<file path="config.mk">
export PLATFORM = sky130hd
export DESIGN_NAME = adc_sample_output_port
export DESIGN_NICKNAME = d
export VERILOG_FILES = /design/src/core/result_skid_buffer.v /design/src/core/adc_sample_output_port.v
export VERILOG_INCLUDE_DIRS = /design/src /design/src/include
export SDC_FILE = /design/constraint.sdc
export NUM_CORES = 1
export LEC_CHECK = 0
export ABC_AREA = 1
export BUFFER_PORTS_ARGS = -buffer_cell sky130_fd_sc_hd__buf_2
export CORE_UTILIZATION = 35
export DETAILED_ROUTE_END_ITERATION = 7
export GPL_ROUTABILITY_DRIVEN = 0
export PLACE_DENSITY = 0.53
export SYNTH_ARGS = -nofsm -noshare
export SYNTH_HDL_FRONTEND = slang
export SYNTH_SLANG_ARGS = --single-unit
</file>
<file path="constraint.sdc">
create_clock -name sys_clk -period 7.4 [get_ports sys_clk]
set_input_delay 0.37 -clock sys_clk [delete_from_list [all_inputs] [get_ports sys_clk]]
set_output_delay 0.37 -clock sys_clk [all_outputs]
set_load 0.005 [all_outputs]
</file>
<file path="src/include/adc_port_defines.vh">
// Constants for the converter sample output port
`ifndef ADC_PORT_DEFINES_VH
`define ADC_PORT_DEFINES_VH

// Result word
`define ADC_DATA_W 13
`define ADC_IN_W 14
`define ADC_LATENCY 4
`define ADC_MSB_POS 12
`define ADC_LSB_POS 0

// Full scale, two's complement input range
`define ADC_FS_MAX 14'sh0FFF
`define ADC_FS_MIN -14'sh1000
`define ADC_MIDSCALE 13'h1000

// Reset values
`define ADC_WORD_RST 13'h1000
`define ADC_FLAG_RST 1'h0
`define ADC_STROBE_RST 1'h0

// Sample clock timing
`define ADC_CLK_PERIOD_NS 4
`define ADC_CLK_HIGH_NS 2
`define ADC_CLK_LOW_NS 2
`define ADC_SYNC_STAGES 2

`endif

</file>
<file path="src/core/result_skid_buffer.v">
// Two-entry buffer with valid and ready on both sides
`timescale 1ns/100ps
module result_skid_buffer #(
  parameter WIDTH = 14
) (
  input wire sys_clk,
  input wire rst,
  input wire [WIDTH-1:0] inData,
  input wire inValid,
  output wire inReady,
  output wire [WIDTH-1:0] outData,
  output wire outValid,
  input wire outReady
);
  reg [WIDTH-1:0] mem [0:1];
  reg wrPtr_reg;
  reg rdPtr_reg;
  reg [1:0] count_reg;
  wire doPush;
  wire doPop;

  assign inReady = (count_reg != 2'h2);
  assign outValid = (count_reg != 2'h0);
  assign outData = mem[rdPtr_reg];
  assign doPush = inValid & inReady;
  assign doPop = outValid & outReady;

  ////////////////////////////////////////////////////////////////
  // Storage
  always @(posedge sys_clk)
  begin
    if (doPush)
    begin
      mem[wrPtr_reg] <= inData;
    end
  end

  ////////////////////////////////////////////////////////////////
  // Pointers and occupancy
  always @(posedge sys_clk or posedge rst)
  begin
    if (rst)
    begin
      wrPtr_reg <= 1'h0;
      rdPtr_reg <= 1'h0;
      count_reg <= 2'h0;
    end
    else
    begin
      if (doPush)
      begin
        wrPtr_reg <= ~wrPtr_reg;
      end
      if (doPop)
      begin
        rdPtr_reg <= ~rdPtr_reg;
      end
      if (doPush && !doPop)
      begin
        count_reg <= count_reg + 2'h1;
      end
      else if (doPop && !doPush)
      begin
        count_reg <= count_reg - 2'h1;
      end
    end
  end
endmodule

</file>
<file path="src/core/adc_sample_output_port.v">
// Converter digital side: sample pipeline, output word, strobe
`timescale 1ns/100ps
`include "adc_port_defines.vh"
module adc_sample_output_port #(
  parameter DATA_W = `ADC_DATA_W,
  parameter IN_W = `ADC_IN_W,
  parameter LATENCY = `ADC_LATENCY
) (
  input wire sys_clk,
  input wire rst,
  input wire sampleClk,
  input wire [IN_W-1:0] analogSignalInput,
  input wire resultAccept,
  output reg [DATA_W-1:0] resultWord,
  output reg overRangeFlag,
  output reg resultReadyStrobe,
  output reg resultValid,
  output reg bufferReady,
  output reg sampleOverrun
);
  localparam BUF_W = DATA_W + 1;

  ////////////////////////////////////////////////////////////////
  // Conversion helpers
  function aboveFullScale;
    input [IN_W-1:0] raw;
    begin
      aboveFullScale = ($signed(raw) > $signed(`ADC_FS_MAX));
    end
  endfunction

  function belowFullScale;
    input [IN_W-1:0] raw;
    begin
      belowFullScale = ($signed(raw) < $signed(`ADC_FS_MIN));
    end
  endfunction

  function overRange;
    input [IN_W-1:0] raw;
    begin
      overRange = aboveFullScale(raw) || belowFullScale(raw);
    end
  endfunction

  function [DATA_W-1:0] toOffsetBinary;
    input [IN_W-1:0] raw;
    reg [IN_W-1:0] clamped;
    begin
      clamped = raw;
      if (aboveFullScale(raw))
      begin
        clamped = `ADC_FS_MAX;
      end
      else if (belowFullScale(raw))
      begin
        clamped = `ADC_FS_MIN;
      end
      // Mid-scale maps to the middle code
      toOffsetBinary = clamped[DATA_W-1:0] ^ `ADC_MIDSCALE;
    end
  endfunction

  ////////////////////////////////////////////////////////////////
  // Sample clock and input synchronisers
  reg clkSync1_reg;
  reg clkSync2_reg;
  reg clkLast_reg;
  reg [IN_W-1:0] ainSync1_reg;
  reg [IN_W-1:0] ainSync2_reg;
  wire clkRise;
  wire clkFall;

  always @(posedge sys_clk or posedge rst)
  begin
    if (rst)
    begin
      clkSync1_reg <= 1'h0;
      clkSync2_reg <= 1'h0;
      clkLast_reg <= 1'h0;
    end
    else
    begin
      clkSync1_reg <= sampleClk;
      clkSync2_reg <= clkSync1_reg;
      clkLast_reg <= clkSync2_reg;
    end
  end

  // Input word follows the clock through the same two stages
  always @(posedge sys_clk or posedge rst)
  begin
    if (rst)
    begin
      ainSync1_reg <= {IN_W{1'b0}};
      ainSync2_reg <= {IN_W{1'b0}};
    end
    else
    begin
      ainSync1_reg <= analogSignalInput;
      ainSync2_reg <= ainSync1_reg;
    end
  end

  assign clkRise = clkSync2_reg & ~clkLast_reg;
  assign clkFall = ~clkSync2_reg & clkLast_reg;

  ////////////////////////////////////////////////////////////////
  // Conversion pipeline, one stage per sample clock rise
  reg [BUF_W-1:0] stage_reg [0:LATENCY-1];
  reg [LATENCY-1:0] stageValid_reg;
  wire [BUF_W-1:0] sampleEntry;
  integer i;

  assign sampleEntry = {overRange(ainSync2_reg), toOffsetBinary(ainSync2_reg)};

  always @(posedge sys_clk or posedge rst)
  begin
    if (rst)
    begin
      stageValid_reg <= {LATENCY{1'b0}};
      for (i = 0; i < LATENCY; i = i + 1)
      begin
        stage_reg[i] <= {BUF_W{1'b0}};
      end
    end
    else if (clkRise)
    begin
      // New sample on every rise
      stage_reg[0] <= sampleEntry;
      stageValid_reg <= {stageValid_reg[LATENCY-2:0], 1'b1};
      for (i = 1; i < LATENCY; i = i + 1)
      begin
        stage_reg[i] <= stage_reg[i-1];
      end
    end
  end

  ////////////////////////////////////////////////////////////////
  // Output buffer, loaded on the fourth rise after the sample
  wire pushValid;
  wire bufInReady;
  wire [BUF_W-1:0] bufOutData;
  wire bufOutValid;
  wire popReady;

  assign pushValid = clkRise & stageValid_reg[LATENCY-1];
  assign popReady = clkFall & resultAccept;

  result_skid_buffer #(
    .WIDTH(BUF_W)
  ) resultBuffer (
    .sys_clk(sys_clk),
    .rst(rst),
    .inData(stage_reg[LATENCY-1]),
    .inValid(pushValid),
    .inReady(bufInReady),
    .outData(bufOutData),
    .outValid(bufOutValid),
    .outReady(popReady)
  );

  ////////////////////////////////////////////////////////////////
  // Output word, flag and strobe, next values
  reg [DATA_W-1:0] resultWord_next;
  reg overRangeFlag_next;
  reg resultReadyStrobe_next;
  reg resultValid_next;
  reg sampleOverrun_next;

  always @*
  begin
    resultWord_next = resultWord;
    overRangeFlag_next = overRangeFlag;
    resultReadyStrobe_next = resultReadyStrobe;
    resultValid_next = resultValid;
    sampleOverrun_next = sampleOverrun;
    // Word dropped when both entries are taken
    if (pushValid && !bufInReady)
    begin
      sampleOverrun_next = 1'h1;
    end
    // Strobe tracks the inverted sample clock
    if (clkRise)
    begin
      resultReadyStrobe_next = 1'h0;
    end
    else if (clkFall)
    begin
      resultReadyStrobe_next = 1'h1;
    end
    // Word and flag change only with the strobe rise
    if (popReady && bufOutValid)
    begin
      resultWord_next = bufOutData[DATA_W-1:0];
      overRangeFlag_next = bufOutData[DATA_W];
      resultValid_next = 1'h1;
    end
  end

  ////////////////////////////////////////////////////////////////
  // Output registers
  always @(posedge sys_clk or posedge rst)
  begin
    if (rst)
    begin
      resultWord <= `ADC_WORD_RST;
      overRangeFlag <= `ADC_FLAG_RST;
      resultReadyStrobe <= `ADC_STROBE_RST;
      resultValid <= 1'h0;
      bufferReady <= 1'h1;
      sampleOverrun <= 1'h0;
    end
    else
    begin
      resultWord <= resultWord_next;
      overRangeFlag <= overRangeFlag_next;
      resultReadyStrobe <= resultReadyStrobe_next;
      resultValid <= resultValid_next;
      bufferReady <= bufInReady;
      sampleOverrun <= sampleOverrun_next;
    end
  end
endmodule

</file>
Word level (Yosys, flattened, before mapping). Memories as Yosys holds them, arrays and structs flattened. A register that Yosys moved wholly into a read port is not among the register bits. Cells that the tools add are included.

Register bits: 99. Bits in writable memories: 28. Output and inout bits: 18. Word-level logic and storage cells: 53. Memories kept: 1.

Memory list: resultBuffer.mem (words 2, bits a word 14, rd ports 1, clocked after Yosys merged registers in 1, wr ports 1, RTL line result_skid_buffer.v:15) `reg [WIDTH-1:0] mem [0:1];`.

$add $sub $neg: 2. Magnitude comparators: 2. Equal/unequal tests: 1. Muxes and demuxes: 8. Bitwise logic cells: 11. Reductions and logical operators: 11.

Operators by type and width (count): two-way mux 13 bit (2); > comparator 14 x 13 -> 1 bit, second input constant (1); < comparator 14 x 13 -> 1 bit, second input constant (1); AND 1 bit (6); nonzero test 2 bit (3); inverter 1 bit (5); logical AND 1 bit (4); two-way mux 1 bit (4); two-way mux 2 bit (2); logical NOT 1 bit (3); adder 2 x 1 -> 2 bit, second input constant (1); inequality test 2 bit, second input constant (1); subtractor 2 x 1 -> 2 bit, second input constant (1); logical OR 1 bit (1).

Depth between registers and ports, before layout.
Depth after elaboration: 8. Gate-level depth with buffers: 12. Depth with buffers taken out: 11.

Modules after synthesis. From an unflattened synthesis, not the netlist that was laid out.

Cells, all modules: 449. Area total of the unflattened synthesis: 5112.4 um^2.

Modules (own cells, without submodules): adc_sample_output_port (instances 1, cells an instance 376, area an instance 3832.4 um^2, sequential area each 2730.1 um^2); result_skid_buffer (instances 1, cells an instance 73, area an instance 1280.0 um^2, sequential area each 940.9 um^2).

Least setup slack after synthesis. Ideal clock, no wire load.

Kind: reg-to-reg. From: reg clkLast_reg. To: mem resultBuffer.mem[1][0] (enable). Library setup time: 0.384 ns. Arrival: 1.549 ns. Data required time: 7.016 ns. Path slack: 5.467 ns. Cell stages (with the launch flop): 7. Cells stage by stage: dfrtp_1 inv_1 ha_1 buf_2 buf_2 nand3_1 nor2_1.

Longest elaborated chain between the ends: 6.

RTL lines: start: declaration (RTL line adc_sample_output_port.v:68) `reg clkLast_reg;`; start signal: assignment (RTL line adc_sample_output_port.v:86) `clkLast_reg <= clkSync2_reg;`; inverter 1 bit (RTL line adc_sample_output_port.v:105) `assign clkRise = clkSync2_reg & ~clkLast_reg;`; AND 1 bit (RTL line adc_sample_output_port.v:105); AND 1 bit (RTL line adc_sample_output_port.v:147) `assign pushValid = clkRise & stageValid_reg[LATENCY-1];`; AND 1 bit (RTL line result_skid_buffer.v:25) `assign doPush = inValid & inReady;`; two-way mux 1 bit (RTL line result_skid_buffer.v:32) `if (doPush)`; two-way mux 1 bit (not written as such) (RTL line result_skid_buffer.v:34) `mem[wrPtr_reg] <= inData;`; end: declaration (RTL line result_skid_buffer.v:15).

No other way between the ends.

Worst setup path after layout.
From: reg clkLast_reg. To: mem resultBuffer.mem[1][12] (enable).

The elaborated chain is that of the path after synthesis.

==> flow_summary.json <==
{
  "start_kind": "register",
  "synth_area_leaders": "dfrtp_1, edfxtp_1, nand2_1, o21ai_0, inv_1",
  "path_delay_family": "simple AND/OR/NAND/NOR gates",
  "hold_end": "ainSync1_reg[0]$_DFF_PP0_",
  "initial_core_util": 0.358,
  "finalHoldViolations": 0,
  "cts.htree.levels": 4,
  "relSlewSlack": 0.269,
  "power_switching_w": 0.000526,
  "path_max_fanout": 52,
  "final_net_count": 511,
  "clk_latency_ns": 0.40,
  "insertedDiodeCount": 0,
  "worstSetupPathType": "reg2reg",
  "rrSetupSlack_ns": 5.08,
  "worst_pin_slew_ns": 1.09,
  "cts_tree": "done",
  "ys.warnings.count": 0,
  "timing.fmax_mhz": 431,
  "cpMaxStageDelayCell": "nor2_1",
  "yosysSeqAreaShare": 0.738,
  "drv_cap": 0,
  "ys.flop_type": "dfrtp_1",
  "drt_first_iter_violations": 234,
  "die_area_um2": 14700,
  "endpoint_kind": "register",
  "min_from": "analogSignalInput[0]",
  "die_w_um": 121,
  "cp.required_ns": 7.42,
  "drt_wl_total_um": 7200,
  "vias_per_cell": 4.20,
  "hold_class": "in2reg",
  "core_um2": 13900,
  "avgRoutedWirePerCell_um": 10.5,
  "synthTopCellsByCount": "nand2_1, dfrtp_1, o21ai_0",
  "critPathArrivalTime_ns": 2.34,
  "ant_nets": 0,
  "antenna_found_initial": 0,
  "path_clk_slew_ns": 0.06,
  "worstHoldPathCells": 1,
  "yosysTopAreaCell": "dfrtp_1",
  "timing.final.max_slew_violations": 0,
  "r2r_cells": 5,
  "area_growth_syn_to_layout_pct": 20.4,
  "postCtsSetupRepairBufs": 0,
  "setup_viol": 0,
  "p_comb_frac": 0.111,
  "syn_nets": 472,
  "fill_cells": 1328,
  "netlist_area_um2": 4970,
  "r2r-start": "clkLast_reg$_DFF_PP0_",
  "clk_path_buf_depth": 2,
  "synth.top_cell.area_share": 0.558,
  "rows": 43,
  "grt_pass1_wl_um": 13000,
  "r2r-end": "resultBuffer.mem[1][12]$_DFFE_PP_",
  "grtUsageTotal": 0.115,
  "via_count": 2867,
  "dpl.hpwl_um": 4460,
  "path_buf_inv": 2,
  "hold_slack_ns": 0.0676,
  "cts_sinks": 141,
  "cts_inserted_buffers": 17,
  "synth.most_common_cell": "nand2_1",
  "ys_types": 21,
  "synth_edf_count": 28,
  "grt_pass1_vias": 2889,
  "grt_max_degree": 85,
  "cts_root_buf": "clkbuf_16",
  "powerDensity_nw_per_um2": 371,
  "worst_clock_skew_ns": 0.00649,
  "drive_gt1_frac": 0.151,
  "peakVddDrop_mv": 0.166,
  "dr.pass1.iters": 4,
  "synthCells": 451,
  "synthArstFlopShare": 0.801,
  "synth.avg_cell_area_um2": 11.0,
  "ios": 36,
  "grt_setup_unrepaired": "false",
  "drc": 0,
  "clkPwrFrac": 0.435,
  "p_seq_frac": 0.455,
  "die-height_um": 121,
  "portBuffers": 35,
  "cts_resized": 0,
  "grt_overflow": 0,
  "critPathMaxStageDelay_ns": 0.85,
  "p_leak_nw": 2.85,
  "power.internal_w": 0.00169,
  "p_sw_frac": 0.237,
  "finalCritPeriodShare": 0.314,
  "outcome": "finished clean",
  "period_needed_ns": 2.32,
  "fin_setup_tns_ns": 0,
  "crit_chain": "inv_1, ha_1, buf_4, nand3_1, nor2_1",
  "largest_reg_flops": 56,
  "ys_ff_latch": 141
}
==> timing repair <==
| action | 4_1_cts | 5_1_grt |
|---|---|---|
| hold buffers | 1 | 0 |
| endpoints found under the hold margin | 29 | 0 |
| setup endpoints to repair | 0 | 0 |
==> stage by stage <==
stage | std cells | cell area, um^2 | setup slack (ns) | power [W] | util
finish | 683 | 5990 | 5.08 | 0.00222 | 0.432
global route | 683 | 5990 | 4.76 | 0.00234 | 0.432
CTS | 683 | 5990 | 4.99 | 0.00225 | 0.432
detailed placement | 650 | 5310 | 4.99 | 0.00127 | 0.382
global placement | 650 | 5310 | 5.15 | 0.00126 | 0.382
floorplan | 451 | 4970 | 4.05 | 0.00118 | -
==> cells by family (layout without fill, tap and decap cells) <==
logic type,count (synthesis),count (layout),synth area share
AO/OA/AOI/OAI,46,46,0.0498
XOR/XNOR,1,1,0.00176
adder cells (fa/ha/maj),3,3,0.00755
buffers and inverters,46,98,0.0395
flip-flops,141,141,0.738
AND/OR/NAND/NOR,214,214,0.163
==> power groups by stage <==
| stage | Clock [W] | Combinational, W | Sequential (W) |
|---|---|---|---|
| after global routing | 0.00102 | 0.000295 | 0.00103 |
| after detailed placement | 0 | 0.000250 | 0.00102 |
| after floorplan | 0 | 0.000179 | 0.00100 |
| after global placement | 0 | 0.000245 | 0.00102 |
| final | 0.000966 | 0.000246 | 0.00101 |
| after CTS | 0.000986 | 0.000253 | 0.00101 |
==> how the worst max path moves through the flow <==
stage | start | to | cells past startpoint
4_1_cts | clkLast_reg$_DFF_PP0_ | resultBuffer.mem[1][2]$_DFFE_PP_ | 5
3_5_place_dp | clkLast_reg$_DFF_PP0_ | resultBuffer.mem[1][0]$_DFFE_PP_ | 5
6_report | clkLast_reg$_DFF_PP0_ | resultBuffer.mem[1][12]$_DFFE_PP_ | 5
3_3_place_gp | clkLast_reg$_DFF_PP0_ | resultBuffer.mem[1][0]$_DFFE_PP_ | 5
5_1_grt | clkLast_reg$_DFF_PP0_ | resultBuffer.mem[1][8]$_DFFE_PP_ | 5
2_1_floorplan | rst | ainSync1_reg[0]$_DFF_PP0_ | 1
==> per-layer routing <==
metal	vias up	GRT usage	share of wire
met1	1307	0.139	0.48
met5	-	0	0
met4	0	0.0532	0.013
met3	8	0.0428	0.047
met2	60	0.181	0.46
li1	1492	-	-
==> layout make-up <==
type	count	area, um^2	area share
sequential	141	3670	0.613
timing repair buffer	39	208	0.0347
inverter	27	104	0.0173
clock inverter	13	244	0.0407
tap	180	225	0.0376
clock buffer	19	433	0.0722
multi-input combinational	264	1110	0.185
==> layout by cell type, fill, tap and decap left out, types with 3 or more instances in the layout <==
master,Yosys,layout
dfrtp_1,111,111
nand2_1,192,192
o21ai_0,42,42
clkbuf_16,0,17
bufinv_16,0,7
buf_4,2,3
ha_1,3,3
nor2_1,17,17
buf_2,12,35
edfxtp_1,28,28
clkinv_2,0,3
inv_1,25,24
Note: power is estimated with default switching activity, not from simulation.
